**src/hw/stio_defs.vh**
```
`ifndef STIO_DEFS_VH
`define STIO_DEFS_VH
`define STIO_CLK_HZ 50000000
`define STIO_BAUD_DFLT 9600
`define STIO_DIV_DFLT (`STIO_CLK_HZ / `STIO_BAUD_DFLT)
`define STIO_PMAX_HZ 25000
`define STIO_PMIN_MHZ 200
`define STIO_Q_MIN ((`STIO_CLK_HZ + 4 * `STIO_PMAX_HZ - 1) / (4 * `STIO_PMAX_HZ))
`define STIO_Q_MAX ((`STIO_CLK_HZ / (4 * `STIO_PMIN_MHZ)) * 1000)
`define STIO_Q_RST 26'h00001f4
`define STIO_A_CTRL 8'h00
`define STIO_A_IOCFG 8'h04
`define STIO_A_P1CFG 8'h08
`define STIO_A_P2CFG 8'h0c
`define STIO_A_P1DATA 8'h10
`define STIO_A_P2DATA 8'h14
`define STIO_A_PULSE 8'h18
`define STIO_A_STAT 8'h1c
`define STIO_XON 8'h11
`define STIO_XOFF 8'h13
`define STIO_EOM 8'h0d
`define STIO_C_STBY 0
`define STIO_C_FATAL 1
`define STIO_C_MOVE 2
`define STIO_C_QUAL 3
`define STIO_C_MINR 4
`define STIO_C_ECC 5
`define STIO_C_PRUN 6
`define STIO_C_SWDIR 7
`define STIO_I_DPOL 0
`define STIO_I_INTDIR 1
`define STIO_I_TLB 4
`define STIO_I_AVG 5
`define STIO_I_P1SEL 6
`define STIO_P_FLOW 18
`define STIO_P_HD 18
`define STIO_P_AEN 19
`define STIO_P1_RST 19'h41458
`define STIO_P2_RST 20'h01458
`define STIO_S_OVR1 1
`define STIO_S_OVR2 5
`define STIO_S_ERR1 8
`define STIO_S_ERR2 9
`endif

```
**src/hw/stio_top_dummy_never.v**
```verilog
`include "stio_defs.vh"

```
**src/hw/stio_top.v**
```verilog
// Overview of operation
// - serial port transmit and receive paths work independently and at once.
// - only data lines exist; flow control travels in-band as characters.
// - full receiver sends XOFF; XOFF received halts further transmit data.
// - receiver ready again sends XON; XON received resumes transmit data.
// - characters carry eight data bits and one stop bit.
// - port 1 baud divisor, flow control and parity are software settable.
// - port 1 resets to 9600 baud, no parity, XON/XOFF.
// - shared line: one talker at a time, release line when idle.
// - port 2 runs half duplex only when its half duplex flag is set.
// - multi-drop messages carry an address; only own address is answered.
// - fatal error drives the error output and disables measuring together.
// - phase A and B are equal frequency squares, quarter period apart.
// - pulse frequency is clamped between 0.2 Hz and 25 kHz.
// - valid output follows moving object with good signal by default.
// - valid condition can instead include minimum rate or ECC supervision.
// - high standby input enters standby, same as software standby.
// - direction input active level is configurable and sets direction.
// - light barrier mode uses direction as stop, trigger as start barrier.
// - trigger starts and stops integration on high, low or edge.
// - port 1 data output can be gated by the trigger.
// - averaging mode uses trigger as synchronisation pulse.
// - valid output only while object moves and signal quality is good.
//
// The address map and the AHB-Lite interface to the registers were chosen for this implementation.
`include "stio_defs.vh"

// ****************************************
// serial character engine
// ****************************************
module stio_uart (
  // clock and reset
  input wire sys_clk_in,
  input wire resetn_in,
  // settings
  input wire [15:0] div_in,
  input wire [1:0] parity_in,
  // transmit
  input wire tx_start_in,
  input wire [7:0] tx_data_in,
  output reg txd_out,
  output wire tx_busy_out,
  // receive
  input wire rxd_in,
  input wire rx_en_in,
  output reg rx_valid_out,
  output reg [7:0] rx_data_out,
  output reg rx_err_out
);
  reg [10:0] tx_sh;
  reg [3:0] tx_left;
  reg [15:0] tx_cnt;
  reg [10:0] rx_sh;
  reg [3:0] rx_left;
  reg [15:0] rx_cnt;
  wire par_on = (parity_in != 2'b00);
  wire [3:0] nbits = par_on ? 4'd11 : 4'd10;
  wire [10:0] nsh = {rxd_in, rx_sh[10:1]};
  wire [7:0] rdat = par_on ? nsh[8:1] : nsh[9:2];

  function par_bit;
    input [7:0] d;
    input [1:0] m;
    begin
      par_bit = (m == 2'd2) ? ~^d : ^d;
    end
  endfunction

  assign tx_busy_out = (tx_left != 4'd0);

  // transmit shifter, lsb first
  always @(posedge sys_clk_in or negedge resetn_in) begin
    if (!resetn_in) begin
      tx_sh <= 11'h7ff;
      tx_left <= 4'd0;
      tx_cnt <= 16'h0000;
      txd_out <= 1'b1;
    end else begin
      txd_out <= tx_busy_out ? tx_sh[0] : 1'b1;
      if (!tx_busy_out) begin
        if (tx_start_in) begin
          // start, 8 data, optional parity, 1 stop
          tx_sh <= par_on ? {1'b1, par_bit(tx_data_in, parity_in), tx_data_in, 1'b0}
                          : {2'b11, tx_data_in, 1'b0};
          tx_left <= nbits;
          tx_cnt <= 16'h0000;
        end
      end else if (tx_cnt == div_in - 16'h0001) begin
        tx_cnt <= 16'h0000;
        tx_sh <= {1'b1, tx_sh[10:1]};
        tx_left <= tx_left - 4'd1;
      end else begin
        tx_cnt <= tx_cnt + 16'h0001;
      end
    end
  end

  // receive sampler, mid bit
  always @(posedge sys_clk_in or negedge resetn_in) begin
    if (!resetn_in) begin
      rx_sh <= 11'h000;
      rx_left <= 4'd0;
      rx_cnt <= 16'h0000;
      rx_valid_out <= 1'b0;
      rx_data_out <= 8'h00;
      rx_err_out <= 1'b0;
    end else begin
      rx_valid_out <= 1'b0;
      rx_err_out <= 1'b0;
      if (rx_left == 4'd0) begin
        if (rx_en_in && !rxd_in) begin
          rx_left <= nbits;
          rx_cnt <= {1'b0, div_in[15:1]};
        end
      end else if (rx_cnt == 16'h0000) begin
        rx_cnt <= div_in - 16'h0001;
        rx_sh <= nsh;
        if (rx_left == nbits && rxd_in) begin
          rx_left <= 4'd0;
        end else begin
          rx_left <= rx_left - 4'd1;
        end
        if (rx_left == 4'd1) begin
          rx_data_out <= rdat;
          rx_valid_out <= nsh[10] & (!par_on | (nsh[9] == par_bit(rdat, parity_in)));
          rx_err_out <= !nsh[10] | (par_on & (nsh[9] != par_bit(rdat, parity_in)));
        end
      end else begin
        rx_cnt <= rx_cnt - 16'h0001;
      end
    end
  end
endmodule

// ****************************************
// terminal i/o top
// ****************************************
module stio_top #(
  parameter [25:0] PULSE_QMIN = `STIO_Q_MIN,
  parameter [25:0] PULSE_QMAX = `STIO_Q_MAX
) (
  // clock and reset
  input wire sys_clk_in,
  input wire resetn_in,
  // ahb-lite slave
  input wire hsel_in,
  input wire [31:0] haddr_in,
  input wire [1:0] htrans_in,
  input wire hwrite_in,
  input wire [2:0] hsize_in,
  input wire [31:0] hwdata_in,
  input wire hready_in,
  output reg [31:0] hrdata_out,
  output wire hreadyout_out,
  output wire hresp_out,
  // serial port 1
  input wire port1_rxd_in,
  output wire port1_txd_out,
  // serial port 2
  input wire port2_rxd_in,
  output wire port2_txd_out,
  output wire port2_txd_oe_n_out,
  // plant outputs
  output reg fatal_error_output_out,
  output reg pulse_phase_a_output_out,
  output reg pulse_phase_b_output_out,
  output reg measurement_valid_output_out,
  // plant inputs
  input wire standby_input_in,
  input wire direction_input_in,
  input wire trigger_input_in,
  // internal status
  output reg standby_active_out,
  output reg direction_fwd_out,
  output reg integrate_active_out,
  output reg avg_sync_out
);
  reg [7:0] ctrl;
  reg [9:0] iocfg;
  reg [18:0] p1cfg;
  reg [19:0] p2cfg;
  reg [7:0] p2_station;
  reg [25:0] pulse_q;
  reg wr_ph;
  reg [7:0] wr_addr;
  reg [31:0] rd_mux;
  reg [4:0] sy1;
  reg [4:0] sy2;
  reg [1:0] sy3;
  reg [7:0] tx1_data;
  reg tx1_pend;
  reg halted;
  reg xoff_req;
  reg xon_req;
  reg [7:0] rx1_data;
  reg rx1_full;
  reg [7:0] tx2_data;
  reg tx2_pend;
  reg [7:0] rx2_data;
  reg rx2_full;
  reg addr_wait;
  reg addr_match;
  reg [9:0] stat_st;
  reg [25:0] q_cnt;
  reg [1:0] q_ph;
  reg [25:0] q_eff;
  reg integ;
  wire tx1_busy;
  wire tx2_busy;
  wire rx1_v;
  wire rx1_e;
  wire [7:0] rx1_d;
  wire rx2_v;
  wire rx2_e;
  wire [7:0] rx2_d;

  assign hreadyout_out = 1'b1;
  assign hresp_out = 1'b0;

  function wr_hit;
    input ph;
    input [7:0] a;
    input [7:0] b;
    begin
      wr_hit = ph & (a == b);
    end
  endfunction

  // ****************************************
  // bus slave
  // ****************************************
  wire ahb_go = hsel_in & htrans_in[1] & hready_in;
  wire rd_go = ahb_go & !hwrite_in;
  wire pop1 = rd_go & (haddr_in[7:0] == `STIO_A_P1DATA);
  wire pop2 = rd_go & (haddr_in[7:0] == `STIO_A_P2DATA);
  wire wr_p1d = wr_hit(wr_ph, wr_addr, `STIO_A_P1DATA);
  wire wr_p2d = wr_hit(wr_ph, wr_addr, `STIO_A_P2DATA);
  wire wr_st = wr_hit(wr_ph, wr_addr, `STIO_A_STAT);
  wire flow = p1cfg[`STIO_P_FLOW];
  wire half_dup = p2cfg[`STIO_P_HD];
  wire meas_en = !ctrl[`STIO_C_FATAL] & !standby_active_out;
  wire [13:0] stat_w = {measurement_valid_output_out, integrate_active_out,
                        direction_fwd_out, standby_active_out, stat_st};

  always @* begin
    case (haddr_in[7:0])
      `STIO_A_CTRL: rd_mux = {24'h000000, ctrl};
      `STIO_A_IOCFG: rd_mux = {22'h000000, iocfg};
      `STIO_A_P1CFG: rd_mux = {13'h0000, p1cfg};
      `STIO_A_P2CFG: rd_mux = {p2_station, 4'h0, p2cfg};
      `STIO_A_P1DATA: rd_mux = {23'h000000, rx1_full, rx1_data};
      `STIO_A_P2DATA: rd_mux = {23'h000000, rx2_full, rx2_data};
      `STIO_A_PULSE: rd_mux = {6'h00, pulse_q};
      `STIO_A_STAT: rd_mux = {18'h00000, stat_w};
      default: rd_mux = 32'h00000000;
    endcase
  end

  always @(posedge sys_clk_in or negedge resetn_in) begin
    if (!resetn_in) begin
      wr_ph <= 1'b0;
      wr_addr <= 8'h00;
      hrdata_out <= 32'h00000000;
      ctrl <= 8'h00;
      iocfg <= 10'h000;
      p1cfg <= `STIO_P1_RST;
      p2cfg <= `STIO_P2_RST;
      p2_station <= 8'h00;
      pulse_q <= `STIO_Q_RST;
    end else begin
      wr_ph <= ahb_go & hwrite_in;
      if (ahb_go) begin
        wr_addr <= haddr_in[7:0];
      end
      if (rd_go) begin
        hrdata_out <= rd_mux;
      end
      if (wr_hit(wr_ph, wr_addr, `STIO_A_CTRL)) begin
        ctrl <= hwdata_in[7:0];
      end
      if (wr_hit(wr_ph, wr_addr, `STIO_A_IOCFG)) begin
        iocfg <= hwdata_in[9:0];
      end
      if (wr_hit(wr_ph, wr_addr, `STIO_A_P1CFG)) begin
        p1cfg <= hwdata_in[18:0];
      end
      if (wr_hit(wr_ph, wr_addr, `STIO_A_P2CFG)) begin
        p2cfg <= hwdata_in[19:0];
        p2_station <= hwdata_in[31:24];
      end
      if (wr_hit(wr_ph, wr_addr, `STIO_A_PULSE)) begin
        pulse_q <= hwdata_in[25:0];
      end
    end
  end

  // ****************************************
  // input synchronisers
  // ****************************************
  always @(posedge sys_clk_in or negedge resetn_in) begin
    if (!resetn_in) begin
      sy1 <= 5'h18;
      sy2 <= 5'h18;
      sy3 <= 2'b00;
    end else begin
      sy1 <= {port2_rxd_in, port1_rxd_in, trigger_input_in,
              direction_input_in, standby_input_in};
      sy2 <= sy1;
      sy3 <= sy2[2:1];
    end
  end
  wire dir_rise = sy2[1] & !sy3[0];
  wire trig_rise = sy2[2] & !sy3[1];

  // ****************************************
  // port 1 with in-band flow control
  // ****************************************
  wire gate1 = !iocfg[`STIO_I_P1SEL] | integrate_active_out;
  wire go_x = xoff_req | xon_req;
  wire go_d = tx1_pend & !halted & gate1;
  wire start1 = !tx1_busy & (go_x | go_d);
  wire [7:0] src1 = xoff_req ? `STIO_XOFF : xon_req ? `STIO_XON : tx1_data;
  wire is_xoff = flow & (rx1_d == `STIO_XOFF);
  wire is_xon = flow & (rx1_d == `STIO_XON);
  wire store1 = rx1_v & !is_xoff & !is_xon;

  always @(posedge sys_clk_in or negedge resetn_in) begin
    if (!resetn_in) begin
      tx1_data <= 8'h00;
      tx1_pend <= 1'b0;
      halted <= 1'b0;
      xoff_req <= 1'b0;
      xon_req <= 1'b0;
      rx1_data <= 8'h00;
      rx1_full <= 1'b0;
    end else begin
      if (wr_p1d && !tx1_pend) begin
        tx1_data <= hwdata_in[7:0];
      end
      if (start1 && !go_x) begin
        tx1_pend <= 1'b0;
      end else if (wr_p1d) begin
        tx1_pend <= 1'b1;
      end
      if (!flow || (rx1_v && is_xon)) begin
        halted <= 1'b0;
      end else if (rx1_v && is_xoff) begin
        halted <= 1'b1;
      end
      if (flow && store1) begin
        xoff_req <= 1'b1;
        xon_req <= 1'b0;
      end else if (flow && pop1 && rx1_full) begin
        xon_req <= 1'b1;
        xoff_req <= 1'b0;
      end else if (start1) begin
        xoff_req <= 1'b0;
        if (!xoff_req) begin
          xon_req <= 1'b0;
        end
      end
      if (store1) begin
        rx1_data <= rx1_d;
      end
      rx1_full <= store1 | (rx1_full & !pop1);
    end
  end

  stio_uart u_port1 (
    .sys_clk_in(sys_clk_in),
    .resetn_in(resetn_in),
    .div_in(p1cfg[15:0]),
    .parity_in(p1cfg[17:16]),
    .tx_start_in(start1),
    .tx_data_in(src1),
    .txd_out(port1_txd_out),
    .tx_busy_out(tx1_busy),
    .rxd_in(sy2[3]),
    .rx_en_in(1'b1),
    .rx_valid_out(rx1_v),
    .rx_data_out(rx1_d),
    .rx_err_out(rx1_e)
  );

  // ****************************************
  // port 2, optional multi-drop
  // ****************************************
  wire start2 = !tx2_busy & tx2_pend;
  wire addr_on = p2cfg[`STIO_P_AEN];
  wire take2 = rx2_v & (!addr_on | (!addr_wait & addr_match));
  assign port2_txd_oe_n_out = half_dup ? !tx2_busy : 1'b0;

  always @(posedge sys_clk_in or negedge resetn_in) begin
    if (!resetn_in) begin
      tx2_data <= 8'h00;
      tx2_pend <= 1'b0;
      rx2_data <= 8'h00;
      rx2_full <= 1'b0;
      addr_wait <= 1'b1;
      addr_match <= 1'b0;
    end else begin
      if (wr_p2d && !tx2_pend) begin
        tx2_data <= hwdata_in[7:0];
      end
      tx2_pend <= (tx2_pend & !start2) | wr_p2d;
      if (!addr_on) begin
        addr_wait <= 1'b1;
      end else if (rx2_v && addr_wait) begin
        addr_match <= (rx2_d == p2_station);
        addr_wait <= 1'b0;
      end else if (rx2_v && rx2_d == `STIO_EOM) begin
        addr_wait <= 1'b1;
      end
      if (take2) begin
        rx2_data <= rx2_d;
      end
      rx2_full <= take2 | (rx2_full & !pop2);
    end
  end

  stio_uart u_port2 (
    .sys_clk_in(sys_clk_in),
    .resetn_in(resetn_in),
    .div_in(p2cfg[15:0]),
    .parity_in(p2cfg[17:16]),
    .tx_start_in(start2),
    .tx_data_in(tx2_data),
    .txd_out(port2_txd_out),
    .tx_busy_out(tx2_busy),
    .rxd_in(sy2[4]),
    .rx_en_in(!(half_dup & tx2_busy)),
    .rx_valid_out(rx2_v),
    .rx_data_out(rx2_d),
    .rx_err_out(rx2_e)
  );

  // live and sticky status; on sticky bits set wins over write-one clear
  always @(posedge sys_clk_in or negedge resetn_in) begin
    if (!resetn_in) begin
      stat_st <= 10'h000;
    end else begin
      stat_st[0] <= rx1_full;
      stat_st[2] <= tx1_pend;
      stat_st[3] <= halted;
      stat_st[4] <= rx2_full;
      stat_st[6] <= tx2_pend;
      stat_st[7] <= fatal_error_output_out;
      stat_st[`STIO_S_OVR1] <= (store1 & rx1_full & !pop1)
                             | (stat_st[`STIO_S_OVR1] & !(wr_st & hwdata_in[`STIO_S_OVR1]));
      stat_st[`STIO_S_OVR2] <= (take2 & rx2_full & !pop2)
                             | (stat_st[`STIO_S_OVR2] & !(wr_st & hwdata_in[`STIO_S_OVR2]));
      stat_st[`STIO_S_ERR1] <= rx1_e
                             | (stat_st[`STIO_S_ERR1] & !(wr_st & hwdata_in[`STIO_S_ERR1]));
      stat_st[`STIO_S_ERR2] <= rx2_e
                             | (stat_st[`STIO_S_ERR2] & !(wr_st & hwdata_in[`STIO_S_ERR2]));
    end
  end

  // ****************************************
  // plant inputs and outputs
  // ****************************************
  wire lb_mode = iocfg[`STIO_I_TLB];
  wire avg_mode = iocfg[`STIO_I_AVG];
  wire [1:0] tmode = iocfg[3:2];
  wire [1:0] vsrc = iocfg[9:8];
  wire use_sw_dir = iocfg[`STIO_I_INTDIR] | lb_mode;
  wire dir_pin = iocfg[`STIO_I_DPOL] ? sy2[1] : !sy2[1];
  wire next_fwd = use_sw_dir ? ctrl[`STIO_C_SWDIR] : dir_pin;
  wire cond = (vsrc == 2'd1) ? ctrl[`STIO_C_MINR] :
              (vsrc == 2'd2) ? ctrl[`STIO_C_ECC] : 1'b1;
  wire next_valid = meas_en & ctrl[`STIO_C_MOVE] & ctrl[`STIO_C_QUAL] & cond;

  always @* begin
    if (PULSE_QMIN > pulse_q) begin
      q_eff = PULSE_QMIN;
    end else if (pulse_q > PULSE_QMAX) begin
      q_eff = PULSE_QMAX;
    end else begin
      q_eff = pulse_q;
    end
  end

  always @(posedge sys_clk_in or negedge resetn_in) begin
    if (!resetn_in) begin
      integ <= 1'b0;
      q_cnt <= 26'h0000000;
      q_ph <= 2'b00;
      fatal_error_output_out <= 1'b0;
      pulse_phase_a_output_out <= 1'b0;
      pulse_phase_b_output_out <= 1'b0;
      measurement_valid_output_out <= 1'b0;
      standby_active_out <= 1'b0;
      direction_fwd_out <= 1'b1;
      integrate_active_out <= 1'b0;
      avg_sync_out <= 1'b0;
    end else begin
      fatal_error_output_out <= ctrl[`STIO_C_FATAL];
      standby_active_out <= sy2[0] | ctrl[`STIO_C_STBY];
      direction_fwd_out <= next_fwd;
      measurement_valid_output_out <= next_valid;
      avg_sync_out <= avg_mode & trig_rise;
      if (!meas_en || avg_mode) begin
        integ <= 1'b0;
      end else if (lb_mode) begin
        if (trig_rise) begin
          integ <= 1'b1;
        end else if (dir_rise) begin
          integ <= 1'b0;
        end
      end else if (tmode == 2'd0) begin
        integ <= sy2[2];
      end else if (tmode == 2'd1) begin
        integ <= !sy2[2];
      end else if (trig_rise) begin
        integ <= !integ;
      end
      integrate_active_out <= integ;
      // quadrature stepper, gray order
      if (!(ctrl[`STIO_C_PRUN] & meas_en)) begin
        q_cnt <= 26'h0000000;
      end else if (q_cnt >= q_eff - 26'h0000001) begin
        q_cnt <= 26'h0000000;
        q_ph <= direction_fwd_out ? q_ph + 2'b01 : q_ph - 2'b01;
      end else begin
        q_cnt <= q_cnt + 26'h0000001;
      end
      pulse_phase_a_output_out <= q_ph[1] ^ q_ph[0];
      pulse_phase_b_output_out <= q_ph[1];
    end
  end
endmodule

```
**config.mk**
```make
export PLATFORM = sky130hd
export DESIGN_NAME = stio_top
export DESIGN_NICKNAME = d
export VERILOG_FILES = /design/src/hw/stio_top_dummy_never.v /design/src/hw/stio_top.v
export VERILOG_INCLUDE_DIRS = /design/src /design/src/hw
export SDC_FILE = /design/constraint.sdc
export NUM_CORES = 1
export LEC_CHECK = 0
export ABC_AREA = 1
export BUFFER_PORTS_ARGS = -buffer_cell sky130_fd_sc_hd__buf_2
export CAP_MARGIN = 25
export CORE_MARGIN = 4
export CORE_UTILIZATION = 45
export DETAILED_ROUTE_END_ITERATION = 10
export MAX_ROUTING_LAYER = met4
export PLACE_DENSITY = 0.66
export SYNTH_ARGS = -nofsm -noshare
export SYNTH_HDL_FRONTEND = slang
export SYNTH_SLANG_ARGS = --single-unit
```
**constraint.sdc**
```tcl
create_clock -name sys_clk_in -period 8.6 [get_ports sys_clk_in]
set_clock_uncertainty 0.2 [all_clocks]
set_input_delay 2.58 -clock sys_clk_in [delete_from_list [all_inputs] [get_ports sys_clk_in]]
set_output_delay 2.58 -clock sys_clk_in [all_outputs]
set_load 0.005 [all_outputs]
```
; ---- Word level (Yosys, flattened, before mapping)
; Cells that the tools add are included.
[op_classes]
n_addsub = 14
mul = 0
n_div = 0
order_cmp = 3
n_eq_ne = 40
shift = 0
mux = 90
n_bitwise = 72
n_reduce_logical = 87
[op_table]
columns = operator, count
row1 = $pmux 32 s8, 1
row2 = $mux 16, 12
row3 = $mux 26, 4
row4 = $eq 8x5->1 const B, 10
row5 = $mux 11, 6
row6 = $sub 16x1->16 const B, 4
row7 = $mux 4, 14
row8 = $and 1x1->1, 52
row9 = $mux 1, 46
row10 = $eq 8x4->1 const B, 5
row11 = $logic_not 1->1, 33
row12 = $add 16x1->16 const B, 2
row13 = $eq 16x16->1, 2
row14 = $logic_not 16->1, 2
row15 = $mux 8, 4
row16 = $reduce_xnor 8->1, 4
row17 = $reduce_xor 8->1, 4
row18 = $add 26x1->26 const B, 1
row19 = $ge 26x26->1, 1
row20 = $gt 26x26->1 const B, 1
row21 = $gt 9x26->1 const A, 1
row22 = $sub 26x1->26 const B, 1
row23 = $mux 10, 2
row24 = $reduce_and 2->1, 10
row25 = 29 further kinds, 84
[word_totals]
reg_bits = 378
latchBits = 0
mem_bits_rw = 0
rom_bits = 0
input_bits = 79
output_inout_bits = 45
elab_cells = 363
n_memories = 0

; ---- Depth between registers and ports, before layout
; Gate-level depths: netlist of run 1.
[logic_depth]
ltp_word = 10
ltp_mapped = 28
depth_no_buf = 27

; ---- By module
; A second synthesis of run 1 with hierarchy kept.
[unflattened]
hier_cells = 2946
hier_area_um2 = 21712.1
[by_module_without_submodules]
columns = module, n_inst, cells_per_inst, area_each_um2
row1 = stio_top, 1, 1410, 11567.3
row2 = stio_uart (u_port1), 1, 772, 5153.7
row3 = stio_uart (u_port2), 1, 764, 4991.0

; ---- Least setup slack after synthesis of run 1
; No wires, ideal clock.
[synth_path]
path_kind = input port to flip-flop
startpoint = input port haddr_in[7]
endpoint = register hrdata_out[19]
setup_time_ns = 0.090
arrival_ns = 3.872
setup_slack_ns = 4.438
path_stages = 7
n_path_buf = 1
path_cell_list = nor2_1 -> nand3_1 -> or2_0 -> inv_1 -> clkbuf_1 -> nand2_1 -> o221ai_1
[synth_between]
elab_chain_cells = 2
elab_cells_between_ends = 9
cone_classes = eq/ne (7) / mux (1) / reduce/logical (1)
[synth_rtl]
columns = element, line_no
row1 = from (decl), stio_top.v:147  ; input wire [31:0] haddr_in,
row2 = "$eq 8x5->1, or another cell as far along", stio_top.v:246  ; case (haddr_in[7:0])
row3 = $pmux 32 s8 (*), stio_top.v:246
row4 = to (signal assigned), stio_top.v:276  ; hrdata_out <= rd_mux;
row5 = to (decl), stio_top.v:153  ; output reg [31:0] hrdata_out,
; Every way passes the cells marked *; elsewhere a longest branch is shown, timed or not.
; A chain may end at the register's enable or synchronous reset.

; ---- Final worst setup path of run 1
[layout_path]
startpoint = register pulse_q[18]
endpoint = register q_ph[0]
[layout_between]
elab_chain_cells = 6
elab_cells_between_ends = 7
cone_classes = add/sub (1) / order compare (3) / mux (2) / reduce/logical (1)
[layout_rtl]
columns = element, line_no
row1 = from (decl), stio_top.v:183  ; reg [25:0] pulse_q;
row2 = from (signal assigned), stio_top.v:269  ; pulse_q <= `STIO_Q_RST;
row3 = from (signal assigned), stio_top.v:292  ; pulse_q <= hwdata_in[25:0];
row4 = $gt 26x26->1, stio_top.v:476  ; end else if (pulse_q > PULSE_QMAX) begin
row5 = $mux 26, stio_top.v:476
row6 = $mux 26 (*), stio_top.v:474  ; if (PULSE_QMIN > pulse_q) begin
row7 = $sub 26x1->26 (*), stio_top.v:521  ; end else if (q_cnt >= q_eff - 26'h0000001) begin
row8 = $ge 26x26->1 (*), stio_top.v:521
row9 = $reduce_and 2->1 (no line) (*), --
row10 = to (signal assigned), stio_top.v:523  ; q_ph <= direction_fwd_out ? q_ph + 2'b01 : q_ph - 2'b01;
row11 = to (decl), stio_top.v:205  ; reg [1:0] q_ph;
; Marks and branches as above.

==> metrics.txt, run 1 <==
status=finished clean; io pins=124; final hold vios=0; Die Wd=between 200 and 250 um; commonest non-fill, non-tap cell in the layout=nand2_1; via count=19000; final setup fails=0; Startpoint Class=register; initial core utilization=0.455; Core Area=46500 um2; WP data arrival=just over 5 ns; register area share after synthesis=0.443; crit path time final=~4.8 ns; worst-path fanout max=35; Post-DP HPWL=around 46000 um; CTS buffer count=between 40 and 50; CP Class=register to register; worst reg-to-reg setup slack=3.81 ns; Slew HR=0.340; Synth area leader=dfrtp_1; Mapped Area=21100 um2; iteration count of the initial detailed-routing pass=6; Synth Register Bits=372; Antenna Nets Post-Route=0; Final Power=4.27 mW; Layout area overhead=11.5%; antenna violations before repair=1; ant diodes=0; Clk Latency, worst-skew pair=0.57 ns; first-pass GRT wire length=between 90000 and 100000 um; r2r startpoint=pulse_q[18]$_DFFE_PN0P_; Routed WL=approximately 62000 um; 1st-iter DRT viols=approximately 1700; Final Cycle Share=0.557; htree depth=2; max cap viols=0; unrepaired setup endpoints after global routing=no; row count=just under 80; layout cells sized above 1=0.0917; WP data required=8.86 ns; Post-CTS Hold Fix Bufs=0; hold wc startpoint=sy1[3]$_DFF_PN1_; Post-synth ARST share=1.00; Static Leak=between 10 and 15 nW; ys flop type=dfrtp_1; routed len/inst=17.9 um; clock tree sinks=372; die area=50500 um2; Final WS setup=around 3.8 ns; GRT overflow=0; Post-CTS Setup Bufs=0; Hold Crit Class=register to register; CTS tree=built; synthesized netlist net count=2891; TNS Setup=0 ns; Filler Cell Count=4544; Root Buffer=clkbuf_16; vias per cell=between 5 and 6; drt drc=0; Hold Path Depth=0; layout net count=2968; vias in the first global route=17700; clk slew on worst S/H paths=0.06 ns; post-cts gate resize count=0; worst slew pin tran=0.988 ns; maximum vdd drop=0.145 mV; Syn Inst Count=2768; RR Endpoint=q_ph[0]$_DFFE_PN0P_; pwr/cell area=181 nW/um2; CTS max path bufs=3; Cell variety after synth=53; global-route usage over all layers=0.252; Placer Congestion=0.957; Fmax=between 200 and 250 MHz; largest net degree at the start of global routing=164; hold endpoint=sy2[3]$_DFF_PN1_; area share of the largest cell type after synthesis=0.387; Avg Synthesized Cell Area=7.64 um2; Die Y=225 um; most frequent cells in the layout=751 x nand2_1, 327 x dfrtp_1, 321 x inv_1, 282 x o21ai_0, 238 x nor2_1; worst r2r path cells=21; max-slew violations=0; PortBufs=93; Synth area leaders=dfrtp_1 39%, nand2_1 13%, o21ai_0 6.7%; warnings from Yosys=0; Setup WS pre-CTS=3.22 ns; number of flops mapped to enable cells by yosys=0; CP endpoint kind=register
[through the flow]
step | area (um2) | instances | hold slack, ns | util
2_1_floorplan | 21100 | 2768 | 0.131 | -
3_3_place_gp | 22100 | 3403 | 0.146 | 0.476
3_5_place_dp | 22200 | 3404 | 0.147 | 0.477
4_1_cts | 23500 | 3483 | 0.156 | 0.506
5_1_grt | 23600 | 3486 | 0.161 | 0.507
6_report | 23600 | 3486 | 0.156 | 0.507
[power by group]
| group | leakage [nW] | switching, mW | internal, mW |
|---|---|---|---|
| Sequential | 4.33 | 0.117 | 1.88 |
| Clock | 0.659 | 0.740 | 1.06 |
| Combinational | 6.58 | 0.303 | 0.165 |
[Yosys cell counts (all sizes together) (13+ instances only)]
library cell,number
nor4,14
nand2,757
nand4,32
a21oi,58
xnor2,27
ha,44
xor2,81
buf,22
nor3,47
dfrtp,327
o2111ai,13
clkbuf,54
nand3,222
o21ai,288
nand3b,18
o22ai,27
o211ai,19
inv,326
a221oi,16
dfstp,45
nor2,257
[metal layers]
layer / part of all wire / global-route usage
met5: 0 / -
met1: 0.45 / 0.346
met4: 0.023 / 0.0617
met3: 0.071 / 0.0453
met2: 0.46 / 0.392
[worst max path at each step]
stage / from / slack (ns) / end / cells after the start
global placement: pulse_q[17]$_DFFE_PN0P_ / 3.41 / q_cnt[23]$_DFF_PN0_ / 22
finish: pulse_q[18]$_DFFE_PN0P_ / 3.81 / q_ph[0]$_DFFE_PN0P_ / 21
floorplan: haddr_in[7] / 4.44 / hrdata_out[19]$_DFFE_PN0P_ / 7
global route: pulse_q[24]$_DFFE_PN0P_ / 3.30 / q_ph[1]$_DFFE_PN0P_ / 24
detailed placement: pulse_q[18]$_DFFE_PN0P_ / 3.22 / q_cnt[17]$_DFF_PN0_ / 22
CTS: pulse_q[18]$_DFFE_PN0P_ / 3.20 / q_cnt[2]$_DFF_PN0_ / 22
[kinds of logic (layout without fill, tap and decap cells)]
kind of cell	count (synthesis)	count (layout)	share of synthesized area
AOI/OAI and AO/OA	460	460	0.123
xor gates and xnor gates	116	116	0.0533
adders and majority gates	44	44	0.0260
buffers and inverters	407	518	0.0753
DFF	372	372	0.443
muxes	7	7	0.00367
other	2	2	0.000355
and+or+nand+nor	1360	1360	0.275
[cell type report]
class,count,area (um2),area share
well taps,607,759,0.0322
clock inverters,5,55.1,0.00234
flip-flops and latches,372,9370,0.398
multi-input cells,1989,10200,0.432
repair buffers,108,641,0.0272
clock buffers,74,1320,0.0558
inverters,331,1240,0.0527
[state kept, by name, summed over array words and instances (netlist names), 9 cells and up]
signal	count
p2cfg	20
u_port2.rx_sh	9
u_port2.rx_cnt	16
stat_st	10
u_port1.rx_cnt	16
pulse_q	26
p1cfg	19
hrdata_out	32
iocfg	10
u_port2.tx_sh	10
u_port1.tx_cnt	16
u_port1.rx_sh	9
q_cnt	26
u_port1.tx_sh	10
u_port2.tx_cnt	16
[worst max-delay path, cell delays in order (launching register included)]
cell	delay, ns
dfrtp_1	0.49
inv_1	0.12
nand4_1	0.08
nor2_1	0.16
nand3_1	0.10
nand3_1	0.09
nand2_2	0.35
inv_1	0.44
nor2_1	0.11
nand2_1	0.11
ha_1	0.21
nand3_2	0.11
nor3_2	0.36
xor2_1	0.16
ha_1	0.31
nand2_1	0.06
nor4_1	0.47
nand4_1	0.21
nand3_1	0.29
nand2_1	0.11
nand2_1	0.08
nand2_1	0.05
Power figures use the tool's default switching activity.
==> run 2: changes to the inputs <==
PLACE_DENSITY = 0.68   (was 0.66)
clock period = 4 ns   (was 8.6 ns; I/O delays follow)
==> metrics.txt, run 2 (synthesis results as in run 1) <==
antenna violations before repair=2; WP data required=roughly 4.3 ns; Min Hold Slack=0.150 ns; max cap viols=0; die area=approximately 51000 um2; CP Class=register to register; Fmax=249 MHz; crit path time final=4.02 ns; TNS Setup=-0.0773 ns; row count=79; GR Util met3=0.0463; iteration count of the initial detailed-routing pass=6; met2 usage=0.388; placed insts=3452; worst r2r path cells=23; Top Registers=hrdata_out: 32 flops, pulse_q: 26 flops, q_cnt: 26 flops; Post-DP HPWL=around 47000 um; htree depth=2; PortBufs=between 90 and 100; CP peak stage delay=0.61 ns; Hold Crit Class=register to register; GRT overflow=0; routed len/inst=18.0 um; first-pass GRT wire length=99000 um; Static Leak=12.1 nW; status=finished, violations left; vias in the first global route=18100; max-slew violations=0; unrepaired setup endpoints after global routing=yes; Routed WL=64100 um; largest net degree at the start of global routing=79; CP cell instances=nand4_1, nor2_2, nand3_2, nand2_4, inv_4, nor2_4, nand2_2, ha_4, nand3_4, nor3_4, buf_6, xor2_2, ha_1, nand2_2, inv_2, nand2_2, o41ai_4, buf_4, nand3_4, nand4_1, buf_6, clkbuf_16, nor2_1; drt drc=0; Root Buffer=clkbuf_16; Die Wd=approximately 220 um; Top Usage Layer GRT=met2; CP max stage cell=dfstp_2; CTS max path bufs=3; Final Cycle Share=1.00; Hold Path Depth=0; commonest non-fill, non-tap cell in the layout=nand2_1; final setup fails=9; most frequent cells in the layout=738 x nand2_1, 321 x dfrtp_1, 314 x inv_1, 280 x o21ai_0, 211 x nor2_1; failing checks=setup timing; Antenna Nets Post-Route=0; CTS tree=built; Placer Congestion=0.950; Die Y=225 um; final hold vios=0; CP endpoint kind=register; clk slew on worst S/H paths=0.06 ns; worst-path fanout max=6; WP data arrival=4.27 ns; global-route usage over all layers=0.253; layout cells sized above 1=0.142; Startpoint Class=register; dpl cell area=22600 um2; Final WS setup=-0.0169 ns; Core Area=46500 um2; pwr/cell area=386 nW/um2; vias per cell=5.46; worst slew pin tran=between 0.8 and 0.9 ns; Core Util, Final=0.531; clock tree sinks=372; Layout area overhead=16.6%; via count=19400; fin cells=3553; met1 Track Usage GR=0.343; initial core utilization=0.455; most flop-heavy register=hrdata_out; CTS buffer count=43; maximum vdd drop=just under 0.3 mV; 1st-iter DRT viols=1870; layout net count=between 3000 and 4000; max FFs per register=32; io pins=124; Final Instance Area=24700 um2; Clk Latency, worst-skew pair=0.58 ns; Slew HR=0.440; CP most frequent cell=nand2_2
==> run 2: cell types whose count changed in the layout (fill, tap and decap cells not counted), sizes merged, moves of 3 or more <==
| cell | before | now |
|---|---|---|
| bufinv | 1 | 5 |
| clkbuf | 74 | 66 |
| buf | 108 | 172 |
| clkinv | 7 | 11 |
| inv | 326 | 329 |
==> run 2: through the flow <==
stage               setup WS (ns)  power [mW]
global placement            0.124        5.35
CTS                       0.00133        9.53
detailed placement         0.0232        5.39
floorplan                   0.383        4.95
finish                    -0.0169        9.51
global route               -0.207        9.91
==> run 2: final cells by class <==
type,instances,area (um2)
antenna,1,2.50
clock buffer,63,1240
clock inverter,15,218
fill,4398,21800
inverter,331,1240
multi-input combinational,1989,10600
sequential,372,9370
tap,607,759
timing repair buffer,175,1260
==> run 2: routing by layer <==
layer	part of all wire	vias up
met5	0	-
met1	0.44	9246
met4	0.033	0
met3	0.075	134
met2	0.46	646
li1	-	9360
==> run 2: what timing repair did <==
action,CTS,global route
endpoints found under the setup margin,1,28
gates cloned,0,4
hold buffers,0,0
setup buffers,0,19
pin swaps,0,32
resized for setup,1,107
==> run 2: worst paths after layout <==
path | from | to | slack [ns]
min reg2reg | sy1[2]$_DFF_PN0_ | sy2[2]$_DFF_PN0_ | 0.15
min in group asynchronous | resetn_in | pulse_phase_a_output_out$_DFF_PN0_ | 0.38
max | pulse_q[7]$_DFFE_PN1P_ | q_cnt[3]$_DFF_PN0_ | -0.02
max in group asynchronous | resetn_in | u_port2.tx_sh[6]$_DFFE_PN1P_ | 2.31
min | sy1[2]$_DFF_PN0_ | sy2[2]$_DFF_PN0_ | 0.15
max reg2reg | pulse_q[7]$_DFFE_PN1P_ | q_cnt[3]$_DFF_PN0_ | -0.02
==> run 2: power breakdown <==
part	switching (mW)	internal, mW	total, mW
clock network	1.64	2.48	4.12
registers	0.250	4.05	4.30
logic	0.692	0.408	1.10
total	2.58	6.93	9.51
==> run 2: critical path: cells and delay by family (launching register included) <==
| kind | cells | cell delay (ns) |
|---|---|---|
| adder cells (fa/ha/maj) | 2 | 0.48 |
| AO/OA/AOI/OAI | 1 | 0.32 |
| buffers and inverters | 6 | 0.74 |
| AND/OR/NAND/NOR | 13 | 1.35 |
| flip-flops | 1 | 0.61 |
| XOR/XNOR | 1 | 0.17 |
